`src/awm_map.vh`:
```
// Register map, codes and timing constants of the alarm and warning manager.
`ifndef AWM_MAP_VH
`define AWM_MAP_VH

// Clock rate and the times that are derived from it.
`define AWM_CLK_HZ        40000000
`define AWM_MS_PER_S      1000
`define AWM_TICK_MS       1
`define AWM_BLINK_HALF_MS 200

// Register byte offsets on the bus.
`define AWM_ADR_CTRL   8'h00
`define AWM_ADR_CMD    8'h04
`define AWM_ADR_ERRTH  8'h08
`define AWM_ADR_TMO    8'h0c
`define AWM_ADR_TEMPLV 8'h10
`define AWM_ADR_OVLV   8'h14
`define AWM_ADR_UVLV   8'h18
`define AWM_ADR_BAND   8'h1c
`define AWM_ADR_ALMST  8'h20
`define AWM_ADR_WNGST  8'h24
`define AWM_ADR_HIDX   8'h28
`define AWM_ADR_HDAT   8'h2c

// Field positions.
`define AWM_CTRL_BRAKE   0
`define AWM_CTRL_STEPW   1
`define AWM_CMD_HCLR     0
`define AWM_ALM_ACTIVE   8
`define AWM_ALM_EXCITE   9
`define AWM_ALM_RESET    10
`define AWM_WNG_CNT_LSB  8

// Reset values.
`define AWM_RST_CTRL   2'h0
`define AWM_RST_ERRTH  8'h03
`define AWM_RST_TMO    16'h0000
`define AWM_RST_TEMPLV 8'hc8
`define AWM_RST_OVLV   8'hf0
`define AWM_RST_UVLV   8'h20
`define AWM_RST_BAND   16'h0100

// Alarm codes.
`define AWM_ALM_NET    8'h81
`define AWM_ALM_BAUD   8'h83
`define AWM_ALM_COMM   8'h84
`define AWM_ALM_TMO    8'h85
`define AWM_ALM_CONV   8'h8e

// Warning codes and their slots.
`define AWM_WNG_STEP   8'h10
`define AWM_WNG_HEAT   8'h21
`define AWM_WNG_OV     8'h22
`define AWM_WNG_UV     8'h25
`define AWM_WNG_GEAR   8'h71
`define AWM_WNG_COMM   8'h84
`define AWM_W_STEP     0
`define AWM_W_HEAT     1
`define AWM_W_OV       2
`define AWM_W_UV       3
`define AWM_W_GEAR     4
`define AWM_W_COMM     5
`define AWM_NWARN      6

// Miscellaneous limits.
`define AWM_HIST_DEPTH 10
`define AWM_BAUD_MAX   4'h9
`define AWM_BLINK_COMM 4'h7
`define AWM_BLINK_NONE 4'h0
`define AWM_BLINK_GAP  5'h06

`endif

```
`src/awm_blink.v`:
```
// Fault indicator driver: blinks a count of times, pauses, repeats.
`timescale 1ns/10ps
`include "awm_map.vh"

module awm_blink #(
  parameter HALF_CYCLES = 8000000
) (
  input  wire       clk,
  input  wire       resetn,
  input  wire       run,
  input  wire [3:0] count,
  output reg        led
);

  reg [22:0] timer; // Cycles within one half period.
  reg [4:0]  step;  // Half periods within one blink group.
  wire       half_done = (timer == HALF_CYCLES[22:0] - 23'h000001);
  wire [4:0] span      = {count, 1'b0} + `AWM_BLINK_GAP;

  // A zero count means steady light; otherwise pulses and a dark gap.
  always @(posedge clk) begin
    if (!resetn || !run) begin
      timer <= 23'h000000;
      step  <= 5'h00;
      led   <= 1'b0;
    end else begin
      timer <= half_done ? 23'h000000 : timer + 23'h000001;
      if (half_done) begin
        step <= (step + 5'h01 >= span) ? 5'h00 : step + 5'h01;
      end
      if (count == `AWM_BLINK_NONE) begin
        led <= 1'b1;
      end else begin
        led <= (step < {count, 1'b0}) && !step[0];
      end
    end
  end

endmodule // awm_blink

```
`src/awm_hist_mem.v`:
```
// Ten-entry warning history store with a registered read port.
`timescale 1ns/10ps
`include "awm_map.vh"

module awm_hist_mem (
  input  wire       clk,
  input  wire       resetn,
  input  wire       we,
  input  wire [3:0] waddr,
  input  wire [7:0] wdata,
  input  wire [3:0] raddr,
  output reg  [7:0] rdata
);

  // Storage has no reset; emptiness is tracked by the fill count upstairs.
  reg [7:0] mem [0:`AWM_HIST_DEPTH-1];

  // One write port and one registered read port.
  always @(posedge clk) begin
    if (we) begin
      mem[waddr] <= wdata;
    end
    if (!resetn) begin
      rdata <= 8'h00;
    end else begin
      rdata <= mem[raddr];
    end
  end

endmodule // awm_hist_mem

```
`src/awm_top.v`:
```
// Alarm and warning manager of a motor driver, with a Wishbone register slave.
// Summary of operation
// - Excitation-off alarm cuts winding current immediately.
// - Excitation-off alarm engages fitted brake automatically.
// - Excitation-on alarm keeps winding current flowing.
// - Converter master disconnect while running raises 81h.
// - Invalid baud switch raises 83h, not clearable.
// - Consecutive errors reaching threshold raise 84h, blink 7.
// - Communication timeout elapsing raises clearable 85h.
// - Network converter alarm raises 8Eh.
// - Any warning asserts warning output; motion continues.
// - Warning output drops by itself when cause clears.
// - Keep ten latest warnings, newest first.
// - Master reads history, clears it by command.
// - History volatile, empty after power-up.
// - Step-out deviation reaching band raises warning 10h.
// - Temperature reaching level raises warning 21h.
// - Voltage above overvoltage level raises warning 22h.
// - Voltage below undervoltage level raises warning 25h.
// - Gear resolution out of range raises 71h.
// - Each serial error raises warning 84h.
`timescale 1ns/10ps
`include "awm_map.vh"

module awm_top #(
  parameter TICK_CYCLES       = `AWM_CLK_HZ / `AWM_MS_PER_S * `AWM_TICK_MS,
  parameter BLINK_HALF_CYCLES = `AWM_CLK_HZ / `AWM_MS_PER_S * `AWM_BLINK_HALF_MS
) (
  input  wire        CLK,
  input  wire        RESETN,
  input  wire        WB_CYC,
  input  wire        WB_STB,
  input  wire        WB_WE,
  input  wire [7:0]  WB_ADR,
  input  wire [3:0]  WB_SEL,
  input  wire [31:0] WB_DAT_I,
  output reg  [31:0] WB_DAT_O,
  output reg         WB_ACK,
  input  wire        NET_DISCONNECT,
  input  wire        MOTOR_RUNNING,
  input  wire        CONV_ALARM,
  input  wire [3:0]  BAUD_SW,
  input  wire        ALARM_CLEAR_INPUT,
  input  wire        SER_ERR,
  input  wire        SER_OK,
  input  wire [7:0]  TEMP,
  input  wire [7:0]  VOLT,
  input  wire [15:0] POS_DEV,
  input  wire        GEAR_RES_BAD,
  output reg         WARNING_OUTPUT,
  output reg         ALARM_OUTPUT,
  output reg         EXCITE,
  output reg         BRAKE_ENGAGE,
  output wire        FAULT_LED
);

  // Wraps a history position of up to one lap past the end back into the ten slots.
  function [3:0] awm_wrap;
    input [4:0] v;
    begin
      awm_wrap = (v >= `AWM_HIST_DEPTH) ? v[3:0] - 4'ha : v[3:0];
    end
  endfunction

  // Maps a warning slot to the code that the history records.
  function [7:0] awm_wcode;
    input [2:0] i;
    begin
      case (i)
        `AWM_W_STEP: awm_wcode = `AWM_WNG_STEP;
        `AWM_W_HEAT: awm_wcode = `AWM_WNG_HEAT;
        `AWM_W_OV:   awm_wcode = `AWM_WNG_OV;
        `AWM_W_UV:   awm_wcode = `AWM_WNG_UV;
        `AWM_W_GEAR: awm_wcode = `AWM_WNG_GEAR;
        default:     awm_wcode = `AWM_WNG_COMM;
      endcase
    end
  endfunction

  // Software settings.
  reg  [1:0]  ctrl;        // Brake fitted and step-out-as-warning mode.
  reg  [7:0]  err_th;      // Consecutive-error alarm threshold, zero disables.
  reg  [15:0] tmo_ms;      // Communication timeout in ms, zero disables.
  reg  [7:0]  temp_lv;     // Overheat warning level.
  reg  [7:0]  ov_lv;       // Overvoltage warning level.
  reg  [7:0]  uv_lv;       // Undervoltage warning level.
  reg  [15:0] band;        // Step-out detection band.
  reg  [3:0]  hidx;        // History read index, zero is newest.

  // Pin synchronisers; stage one feeds stage two and nothing else.
  reg  [7:0]  sync1;
  reg  [7:0]  sync2;
  wire        net_disc  = sync2[0];
  wire        motor_run = sync2[1];
  wire        conv_alm  = sync2[2];
  wire        clr_pin   = sync2[3];
  wire [3:0]  baud      = sync2[7:4];
  reg         clr_pin_q;   // Previous clear pin level for edge detection.

  // Communication supervision.
  reg  [7:0]  err_cnt;     // Consecutive serial errors, saturating.
  reg  [15:0] tick;        // Cycle counter for the millisecond tick.
  reg  [15:0] idle_ms;     // Milliseconds since the last good frame.

  // Alarm state.
  reg         alm_active;  // An alarm is latched.
  reg  [7:0]  alm_code;    // Code of the latched alarm.
  reg         alm_excite;  // Latched alarm keeps the motor excited.
  reg         alm_reset;   // Latched alarm may be cleared by the input.
  reg  [3:0]  blink_cnt;   // Blink count of the latched alarm.

  // Warning state and history bookkeeping.
  wire [`AWM_NWARN-1:0] wcond;  // Present warning conditions.
  wire [`AWM_NWARN-1:0] wevt;   // New warning events this cycle.
  reg  [`AWM_NWARN-1:0] wcond_q;
  reg  [`AWM_NWARN-1:0] pend;   // Events waiting to be written.
  reg  [2:0]  next_sel;
  reg         next_hit;
  reg  [3:0]  head;        // Slot that the next entry goes into.
  reg  [3:0]  hcount;      // Entries held, at most ten.
  reg         hvalid;      // Index pointed at a held entry last cycle.
  wire [7:0]  hdata;       // Registered memory output.

  // Bus decode.
  wire        req      = WB_CYC && WB_STB && !WB_ACK;
  wire        wr       = WB_CYC && WB_STB && WB_WE && WB_ACK;  // Commits at the edge where the master sees ack.
  wire        hist_clr = wr && (WB_ADR == `AWM_ADR_CMD) && WB_SEL[0] && WB_DAT_I[`AWM_CMD_HCLR];

  // Two-flop synchroniser for the disconnect, running, converter, clear and baud pins; other inputs go direct.
  always @(posedge CLK) begin
    if (!RESETN) begin
      sync1     <= 8'h00;
      sync2     <= 8'h00;
      clr_pin_q <= 1'b0;
    end else begin
      sync1     <= {BAUD_SW, ALARM_CLEAR_INPUT, CONV_ALARM, MOTOR_RUNNING, NET_DISCONNECT};
      sync2     <= sync1;
      clr_pin_q <= clr_pin;
    end
  end

  // Consecutive error counter and the idle timer; a good frame restarts both.
  always @(posedge CLK) begin
    if (!RESETN) begin
      err_cnt <= 8'h00;
      tick    <= 16'h0000;
      idle_ms <= 16'h0000;
    end else begin
      if (SER_ERR) begin
        err_cnt <= (err_cnt == 8'hff) ? err_cnt : err_cnt + 8'h01;
      end else if (SER_OK) begin
        err_cnt <= 8'h00;
      end
      if (SER_OK) begin
        tick    <= 16'h0000;
        idle_ms <= 16'h0000;
      end else if (tick == TICK_CYCLES[15:0] - 16'h0001) begin
        tick    <= 16'h0000;
        idle_ms <= (idle_ms == 16'hffff) ? idle_ms : idle_ms + 16'h0001;
      end else begin
        tick <= tick + 16'h0001;
      end
    end
  end

  // Alarm causes, in falling priority when several appear together.
  wire a_baud = (baud > `AWM_BAUD_MAX);
  wire a_comm = (err_th != 8'h00) && (err_cnt >= err_th);
  wire a_conv = conv_alm;
  wire a_net  = net_disc && motor_run;
  wire a_tmo  = (tmo_ms != 16'h0000) && (idle_ms >= tmo_ms);

  // The first alarm latches; the clear input only frees the clearable ones.
  // A cause that persists simply latches again on the following cycle.
  always @(posedge CLK) begin
    if (!RESETN) begin
      alm_active <= 1'b0;
      alm_code   <= 8'h00;
      alm_excite <= 1'b1;
      alm_reset  <= 1'b0;
      blink_cnt  <= `AWM_BLINK_NONE;
    end else if (!alm_active) begin
      alm_active <= a_baud || a_comm || a_conv || a_net || a_tmo;
      blink_cnt  <= `AWM_BLINK_NONE;
      if (a_baud) begin
        alm_code   <= `AWM_ALM_BAUD;
        alm_excite <= 1'b0;
        alm_reset  <= 1'b0;
      end else if (a_comm) begin
        alm_code   <= `AWM_ALM_COMM;
        alm_excite <= 1'b0;
        alm_reset  <= 1'b0;
        blink_cnt  <= `AWM_BLINK_COMM;
      end else if (a_conv) begin
        alm_code   <= `AWM_ALM_CONV;
        alm_excite <= 1'b1;
        alm_reset  <= 1'b1;
      end else if (a_net) begin
        alm_code   <= `AWM_ALM_NET;
        alm_excite <= 1'b1;
        alm_reset  <= 1'b1;
      end else if (a_tmo) begin
        alm_code   <= `AWM_ALM_TMO;
        alm_excite <= 1'b1;
        alm_reset  <= 1'b1;
      end
    end else if (alm_reset && clr_pin && !clr_pin_q) begin
      alm_active <= 1'b0;
      alm_excite <= 1'b1;
    end
  end

  // Motor power and brake follow the latched alarm class.
  always @(posedge CLK) begin
    if (!RESETN) begin
      EXCITE       <= 1'b0;
      BRAKE_ENGAGE <= 1'b0;
      ALARM_OUTPUT <= 1'b0;
    end else begin
      EXCITE       <= !alm_active || alm_excite;
      BRAKE_ENGAGE <= alm_active && !alm_excite && ctrl[`AWM_CTRL_BRAKE];
      ALARM_OUTPUT <= alm_active;
    end
  end

  // Warning conditions are plain levels of their causes.
  assign wcond[`AWM_W_STEP] = ctrl[`AWM_CTRL_STEPW] && (POS_DEV >= band);
  assign wcond[`AWM_W_HEAT] = (TEMP >= temp_lv);
  assign wcond[`AWM_W_OV]   = (VOLT > ov_lv);
  assign wcond[`AWM_W_UV]   = (VOLT < uv_lv);
  assign wcond[`AWM_W_GEAR] = GEAR_RES_BAD;
  assign wcond[`AWM_W_COMM] = (err_cnt != 8'h00);

  // Level warnings record on their rising edge; the serial one on every error.
  genvar g;
  generate
    for (g = 0; g < `AWM_NWARN; g = g + 1) begin : g_evt
      if (g == `AWM_W_COMM) begin : g_pulse
        assign wevt[g] = SER_ERR;
      end else begin : g_edge
        assign wevt[g] = wcond[g] && !wcond_q[g];
      end
    end
  endgenerate

  // Lowest slot with a pending event is written first, one per cycle.
  always @* begin : p_pick
    integer k;
    next_sel = 3'h0;
    next_hit = 1'b0;
    for (k = `AWM_NWARN - 1; k >= 0; k = k - 1) begin
      if (pend[k]) begin
        next_sel = k[2:0];
        next_hit = 1'b1;
      end
    end
  end

  // Pending events: a new event wins over the grant that retires it.
  // The warning output is a pure level, so it falls with its causes.
  always @(posedge CLK) begin
    if (!RESETN) begin
      wcond_q        <= {`AWM_NWARN{1'b0}};
      pend           <= {`AWM_NWARN{1'b0}};
      WARNING_OUTPUT <= 1'b0;
    end else begin
      wcond_q        <= wcond;
      pend           <= (pend & ~({{(`AWM_NWARN-1){1'b0}}, next_hit} << next_sel)) | wevt;
      WARNING_OUTPUT <= |wcond;
    end
  end

  // Circular history; the count starts at zero, so nothing survives power-up.
  // A write in the same cycle as a clear becomes the only entry.
  always @(posedge CLK) begin
    if (!RESETN) begin
      head   <= 4'h0;
      hcount <= 4'h0;
    end else if (hist_clr) begin
      head   <= next_hit ? 4'h1 : 4'h0;
      hcount <= next_hit ? 4'h1 : 4'h0;
    end else if (next_hit) begin
      head   <= awm_wrap({1'b0, head} + 5'h01);
      hcount <= (hcount == `AWM_HIST_DEPTH) ? hcount : hcount + 4'h1;
    end
  end

  // Entry n counted from the newest sits n+1 slots behind the head.
  wire [3:0] raddr = awm_wrap({1'b0, head} + 5'h09 - {1'b0, hidx});

  awm_hist_mem u_mem (
    .clk    (CLK),
    .resetn (RESETN),
    .we     (next_hit),
    .waddr  (hist_clr ? 4'h0 : head),
    .wdata  (awm_wcode(next_sel)),
    .raddr  (raddr),
    .rdata  (hdata)
  );

  // Fault indicator blinks the latched alarm's count.
  awm_blink #(
    .HALF_CYCLES (BLINK_HALF_CYCLES)
  ) u_blink (
    .clk    (CLK),
    .resetn (RESETN),
    .run    (alm_active),
    .count  (blink_cnt),
    .led    (FAULT_LED)
  );

  // Register writes; byte lane zero carries every field, lane one the upper half.
  // Out-of-range history indexes are ignored so the read address stays in range.
  always @(posedge CLK) begin
    if (!RESETN) begin
      ctrl    <= `AWM_RST_CTRL;
      err_th  <= `AWM_RST_ERRTH;
      tmo_ms  <= `AWM_RST_TMO;
      temp_lv <= `AWM_RST_TEMPLV;
      ov_lv   <= `AWM_RST_OVLV;
      uv_lv   <= `AWM_RST_UVLV;
      band    <= `AWM_RST_BAND;
      hidx    <= 4'h0;
      hvalid  <= 1'b0;
    end else begin
      hvalid <= (hidx < hcount);
      if (wr && WB_SEL[0]) begin
        case (WB_ADR)
          `AWM_ADR_CTRL:   ctrl    <= WB_DAT_I[1:0];
          `AWM_ADR_ERRTH:  err_th  <= WB_DAT_I[7:0];
          `AWM_ADR_TMO:    tmo_ms[7:0] <= WB_DAT_I[7:0];
          `AWM_ADR_TEMPLV: temp_lv <= WB_DAT_I[7:0];
          `AWM_ADR_OVLV:   ov_lv   <= WB_DAT_I[7:0];
          `AWM_ADR_UVLV:   uv_lv   <= WB_DAT_I[7:0];
          `AWM_ADR_BAND:   band[7:0] <= WB_DAT_I[7:0];
          `AWM_ADR_HIDX: begin
            if (WB_DAT_I[3:0] < `AWM_HIST_DEPTH) begin
              hidx <= WB_DAT_I[3:0];
            end
          end
          default: begin
          end
        endcase
      end
      if (wr && WB_SEL[1]) begin
        if (WB_ADR == `AWM_ADR_TMO) begin
          tmo_ms[15:8] <= WB_DAT_I[15:8];
        end
        if (WB_ADR == `AWM_ADR_BAND) begin
          band[15:8] <= WB_DAT_I[15:8];
        end
      end
    end
  end

  // Every access is answered one cycle after it appears; unmapped reads give zero.
  always @(posedge CLK) begin
    if (!RESETN) begin
      WB_ACK   <= 1'b0;
      WB_DAT_O <= 32'h00000000;
    end else begin
      WB_ACK <= req;
      if (req && !WB_WE) begin
        case (WB_ADR)
          `AWM_ADR_CTRL:   WB_DAT_O <= {30'h00000000, ctrl};
          `AWM_ADR_ERRTH:  WB_DAT_O <= {24'h000000, err_th};
          `AWM_ADR_TMO:    WB_DAT_O <= {16'h0000, tmo_ms};
          `AWM_ADR_TEMPLV: WB_DAT_O <= {24'h000000, temp_lv};
          `AWM_ADR_OVLV:   WB_DAT_O <= {24'h000000, ov_lv};
          `AWM_ADR_UVLV:   WB_DAT_O <= {24'h000000, uv_lv};
          `AWM_ADR_BAND:   WB_DAT_O <= {16'h0000, band};
          `AWM_ADR_ALMST:  WB_DAT_O <= {21'h000000, alm_reset, alm_excite, alm_active, alm_code};
          `AWM_ADR_WNGST:  WB_DAT_O <= {20'h00000, hcount, 2'h0, wcond};
          `AWM_ADR_HIDX:   WB_DAT_O <= {28'h0000000, hidx};
          `AWM_ADR_HDAT:   WB_DAT_O <= {24'h000000, hvalid ? hdata : 8'h00};
          default:         WB_DAT_O <= 32'h00000000;
        endcase
      end
    end
  end

endmodule // awm_top
```
`config.mk`:
```
export PLATFORM = sky130hd
export DESIGN_NAME = awm_top
export DESIGN_NICKNAME = d
export VERILOG_FILES = /design/src/awm_blink.v /design/src/awm_hist_mem.v /design/src/awm_top.v
export VERILOG_INCLUDE_DIRS = /design/src
export SDC_FILE = /design/constraint.sdc
export NUM_CORES = 1
export LEC_CHECK = 0
export BUFFER_PORTS_ARGS = -buffer_cell sky130_fd_sc_hd__clkbuf_2
export CAP_MARGIN = 20
export CORE_MARGIN = 5
export CORE_UTILIZATION = 35
export DETAILED_ROUTE_END_ITERATION = 16
export HOLD_SLACK_MARGIN = 0.05
export PLACE_DENSITY_LB_ADDON = 0.05
export RECOVER_POWER = 100
export SYNTH_ARGS = -nofsm -noshare
export SYNTH_HDL_FRONTEND = slang
export SYNTH_SLANG_ARGS = --single-unit
export TNS_END_PERCENT = 30
```
`constraint.sdc`:
```
create_clock -name CLK -period 9.4 [get_ports CLK]
set_clock_uncertainty 0.2 [all_clocks]
set_input_delay 0.47 -clock CLK [delete_from_list [all_inputs] [get_ports CLK]]
set_output_delay 0.47 -clock CLK [all_outputs]
set_load 0.005 [all_outputs]
```
* Word level (Yosys, flattened, before mapping)
Memories as Yosys holds them, arrays and structs flattened. A register that Yosys moved wholly into a read port is not among the register bits.
Index checks and enable logic that the tools add are counted.
** Word-level totals
- Output and inout bits :: 38
- Memories :: 1
- Memory bits (writable) :: 80
- Word-level logic and storage cells :: 210
- Register bits after elaboration :: 228
- Input port bits :: 92
** Operators by class
- Mux-type cells :: 47
- Eq/ne operators :: 23
- Order comparisons :: 13
- Add/sub/neg operators :: 12
- Shift operators :: 1
- Reduce and logical (&&, ||, !) cells :: 72
- Bitwise operators :: 6
** Memories
- u_mem.mem :: depth 10, width 8, read ports 1, clocked after memory_dff 1, write ports 1, line awm_hist_mem.v:16 : reg [7:0] mem [0:`AWM_HIST_DEPTH-1];
** Operators by type and width (number)
- $pmux W16 S11 :: 1
- $mux W8 :: 9
- $pmux W8 S5 :: 1
- $add A16 B1 Y16 const B :: 2
- $eq A16 B16 Y1 const B :: 2
- $eq A8 B5 Y1 const B :: 4
- $eq A8 B6 Y1 const B :: 4
- $ge A16 B16 Y1 :: 2
- $mux W4 :: 8
- $reduce_and A2 Y1 :: 14
- $logic_and A1 B1 Y1 :: 24
- $mux W3 :: 8
- $add A23 B1 Y23 const B :: 1
- $eq A23 B23 Y1 const B :: 1
- $mux W1 :: 19
- $eq A8 B4 Y1 const B :: 2
- $ge A8 B8 Y1 :: 2
- $reduce_bool A16 Y1 :: 1
- $reduce_bool A8 Y1 :: 2
- $logic_not A1 Y1 :: 13
- $ge A5 B4 Y1 const B :: 2
- $add A8 B1 Y8 const B :: 1
- $eq A8 B3 Y1 const B :: 1
- $eq A8 B8 Y1 const B :: 1
- 37 further kinds :: 49

* Longest topological paths before layout
- Depth in word-level cells :: 10
- Mapped depth :: 15
- Depth with buffers taken out :: 13

* Modules after synthesis
Synthesis repeated with hierarchy kept, for this count alone.
** Second synthesis, totals
- Cell total of the unflattened synthesis :: 1546
- Area, all modules :: 14849.2 um^2
** Modules (own cells, without submodules)
- awm_top :: times used 1, sequential area each 3503.4 um^2, cells each 1167, area an instance 9905.8 um^2
- awm_hist_mem :: times used 1, sequential area each 2562.5 um^2, cells each 207, area an instance 3419.5 um^2
- awm_blink :: times used 1, sequential area each 580.6 um^2, cells each 172, area an instance 1524.0 um^2

* Worst setup path before layout
OpenSTA, ideal clock, no wires.
- Path type :: reg2reg
- Start :: register head[1]
- End :: register u_mem.rdata[0], read port of u_mem.mem
- Library setup time :: 0.086 ns
- Arrival time :: 3.254 ns
- Buffers on the path :: 2
- Period minus slack after synthesis :: 3.540 ns
- Data required time :: 9.114 ns
- Slack :: 5.860 ns
- Stages on the path, launching flop included :: 16
- Path through :: dfxtp_1 -> clkbuf_1 -> inv_1 -> ha_1 -> inv_1 -> ha_1 -> inv_1 -> fa_1 -> ha_1 -> o21ai_0 -> o2bb2ai_2 -> mux2i_4 -> buf_12 -> mux2i_1 -> a22o_1 -> a211oi_1
** Between the ends
- Cells in the longest elaborated chain, start to end :: 4
- Elaborated cells between the ends (all ways) :: 5
- Classes of those cells :: add/sub (3); order compare (1); mux (1)
** RTL lines
- start: declaration :: line awm_top.v:119 : reg [3:0] head;
- start signal: assignment :: line awm_top.v:280 : head <= next_hit ? 4'h1 : 4'h0;
- start signal: assignment :: line awm_top.v:283 : head <= awm_wrap({1'b0, head} + 5'h01);
- $add A4 B4 Y5 * :: line awm_top.v:289 : wire [3:0] raddr = awm_wrap({1'b0, head} + 5'h09 - {1'b0, hidx});
- $sub A5 B4 Y5 * :: line awm_top.v:289
- $sub A4 B4 Y4 or $ge A5 B4 Y1 (tied branches)
- $mux W4 * :: line awm_top.v:61 : awm_wrap = (v >= `AWM_HIST_DEPTH) ? v[3:0] - 4'ha : v[3:0];
- end: declaration :: line awm_hist_mem.v:12 : output reg [7:0] rdata
Mark *: on every way between the ends. The rest lies on a longest branch, timed or not.
A chain may end at the register's enable or synchronous reset.

==> results by group <==
Route
  • First-pass DRT Iterations: 5
  • Wire per inst: 17.83 um
  • Initial DRC Count: 696
  • Via density: 5.093
  • Vias: 11090
  • Final ANT Viol Nets: 0
  • DRC viols: 0
  • WL final: 38820 um

Logic synthesis
  • Cell Area, Synth: 14180 um^2
  • Number of synthesized flops with an enable pin: 70
  • Async S/R FF share, synth: 0%
  • Synth unique cells: 71
  • Seq cells post-synth: 281
  • Ys Warns: 0
  • Sequential area share after synthesis: 44.62%
  • Synthesized netlist cell count: 1519
  • Top_reg_cell synth: dfxtp_1
  • Synthesized area per cell: 9.333 um^2

Worst setup path
  • Crit path arrival time: 5.98 ns
  • WP data required: 9.62 ns
  • R2r endpoint: u_mem.rdata[4]
  • Critical path type: in2reg
  • Startpoint Class: primary input
  • R2r setup slk: 4.22 ns
  • Critical-path maximum fanout: 93
  • Critical R2R Launch: head[1]
  • R2R cell count: 14
  • Crit end category: register

Timing
  • Setup violators final: 0
  • RSZ-0062 raised after global routing: false
  • Worst-margin pin slew: 3.651 ns
  • Final Hold Fails: 0
  • Minimum clock period: 5.760 ns
  • Relative slew slack: -143.4%
  • Final Cycle Share: 61.28%
  • Slew Viols, Final: 178
  • Fmax: 0.1736 GHz
  • Setup TNS: 0 ns

Floorplanning
  • FP Rows: 73
  • Core footprint: 39910 um^2
  • I/O pins: 130
  • Die Wd: 211.3 um
  • Initial Util: 35.52%
  • Die Span Y: 211.3 um
  • Die Footprint: 44630 um^2

Power
  • Worst VDD drop: 97.39 uV
  • Leakage Power: 6.226 nW
  • Logic pwr share: 13.2%
  • Internal power: 2.248 mW
  • Reg power frac: 43.8%
  • Clk pwr share: 42.9%
  • Power Dens Cells: 185.3 nW/um^2
  • Switch share: 25.81%
  • Switch Pwr: 0.7820 mW
  • Design Power: 3.030 mW

Layout
  • Number of diodes: 0
  • Layout filler cell count: 3997
  • Nets: 1808
  • Share of layout cells above drive strength 1: 9.867%
  • P&R area growth vs syn: 15.36%

Placed design
  • Buffers on Ports: 94
  • GPL Wtd Cong: 0.8709
  • DPL Wire Length: 28210 um

Clock network
  • Clock root buffer: clkbuf_16
  • Post-CTS sizing: 0
  • Num CTS Buffers: 35
  • Clk sinks: 281
  • Clock Tree Buf Depth: 3
  • H-tree levels: 2
  • CTS tree: done
  • Worst-Skew Late Latency: 0.54 ns
  • Post-CTS Setup Bufs: 0
  • CTS clock-pin slew for the worst setup and hold paths: 0.05 ns

Min path
  • Min-Delay Endpoint: wcond_q[4]
  • Worst min-delay path category: in2reg
  • Min-delay src: GEAR_RES_BAD
  • Hold path depth: 2

GRT
  • GRT Overall Usage: 17.24%
  • Met2 usage: 27.50%
  • First-pass GRT wire length: 61080 um
  • Vias in the first global route: 10760
  • GR Util met1: 24.03%
  • Initial antenna violation count: 0
  • Total global routing overflow: 0
  • Most used routing layer: met2
  • Grt met3 use: 2.881%
  • Largest net degree at the start of global routing: 94

Run status
  • Outcome: complete, but fails checks
  • Violated checks: capacitance limit, slew limit

Flow run
  • Max Cap Viol: 3
==> power groups by stage <==
stage          sequential [mW]  clock (mW)  combinational (mW)
2_1_floorplan             1.33           0               0.310
3_3_place_gp              1.36           0               0.394
3_5_place_dp              1.36           0               0.397
4_1_cts                   1.33        1.35               0.404
5_1_grt                   1.33        1.39               0.445
6_report                  1.33        1.30               0.401
==> metrics by stage <==
step                util [%]  instances  setup WS (ns)  area, um^2  hold WS (ns)
floorplan                  -       1534          5.860       14230        0.1674
finish                 40.97       2177          3.640       16350       0.08914
global placement       37.90       2095          5.433       15130        0.1716
detailed placement     37.92       2096          5.380       15140        0.1771
CTS                    41.18       2177          5.352       16440       0.05683
global route           40.97       2177          2.895       16350       0.09491
==> layout make-up <==
cell class                 count  area, um^2  area share, %
clock buffer                  56        1079          6.595
clock inverter                 7       40.04         0.2448
inverter                     104       390.4          2.387
multi-input combinational   1071        7124          43.57
sequential                   281        6326          38.68
tap                          525       656.9          4.017
timing repair buffer         133       737.0          4.507
==> cells in the mapped netlist, types with 11 or more instances <==
cell type    n  area (um^2)
a211oi_1    11        82.58
a21boi_0    61        457.9
a21o_1      17        127.6
a21oi_1     36        180.2
a22o_1      15        131.4
a22oi_1     27        202.7
and2_1      32        200.2
and3_1      26        162.7
buf_2       12        60.06
buf_4       17        127.6
clkbuf_1    45        168.9
dfxtp_1    211         4224
edfxtp_1    70         2102
ha_1        89         1114
inv_1      104        390.4
mux2_2      15        168.9
mux2i_1     45        450.4
nand2_1    138        518.0
nand3_1    124        620.6
nand4_1     16        100.1
nor2_1     114        427.9
nor2b_1     28        175.2
nor3_1      15        75.07
nor4_1      14        87.58
o21ai_0     48        240.2
o221ai_1    11        96.34
xnor2_1     26        227.7
xor2_1      33        289.0
==> cell usage in the layout, fill, tap and decap left out, drive strengths merged, types with 33 or more instances in the layout <==
master and instances:
nor2 115, xor2 33, nand2 138, ha 89, edfxtp 70, clkbuf 162
inv 104, a21oi 36, o21ai 51, a21boi 62, mux2i 46, nand3 124
dfxtp 211
==> how the worst max path moves through the flow <==
| stage | cells after the start | endpoint | from | slack [ns] |
|---|---|---|---|---|
| after CTS | 14 | u_mem.rdata[4] | head[1] | 5.35 |
| after detailed placement | 14 | u_mem.rdata[4] | head[1] | 5.38 |
| after floorplan | 15 | u_mem.rdata[0] | head[1] | 5.86 |
| after global routing | 4 | head[1] | RESETN | 2.89 |
| after global placement | 14 | u_mem.rdata[4] | head[1] | 5.43 |
| final | 4 | head[1] | RESETN | 3.64 |
==> critical path, stage by stage <==
cell and delay [ns]:
clkbuf_1 1.61, clkbuf_1 2.66, nand2_1 0.76, a211oi_1 0.41
==> layer usage <==
layer  wire length [um]  vias to the layer above
li1                   -                     5571
met4                948                        0
met3               1857                       53
met2              17470                      222
met1              18550                     5241
met5                  0                        -
==> sequential cells by signal (all words and copies together) (netlist names), 8 cells and up <==
name and cells:
u_blink.timer 23, WB_DAT_O 16, u_mem.mem 70, err_th 8, ov_lv 8, idle_ms 16, uv_lv 8, tmo_ms 16
err_cnt 8, temp_lv 8, band 16, tick 16
==> cell families after synthesis <==
kind of cell	Yosys count	synth area share, %
muxes	61	4.528
xor gates and xnor gates	59	3.645
adders and majority gates	90	7.996
and+or+nand+nor	555	19.19
buffers and inverters	182	5.543
AOI/OAI and AO/OA	290	14.45
DFF	281	44.62
other	1	0.02645
==> repair_timing <==
| item | 4_1_cts | 5_1_grt |
|---|---|---|
| endpoints found under the setup margin | 0 | 0 |
| hold buffers | 18 | 0 |
| hold endpoints to repair | 25 | 0 |
No activity file was read; power rests on OpenSTA's default activity.
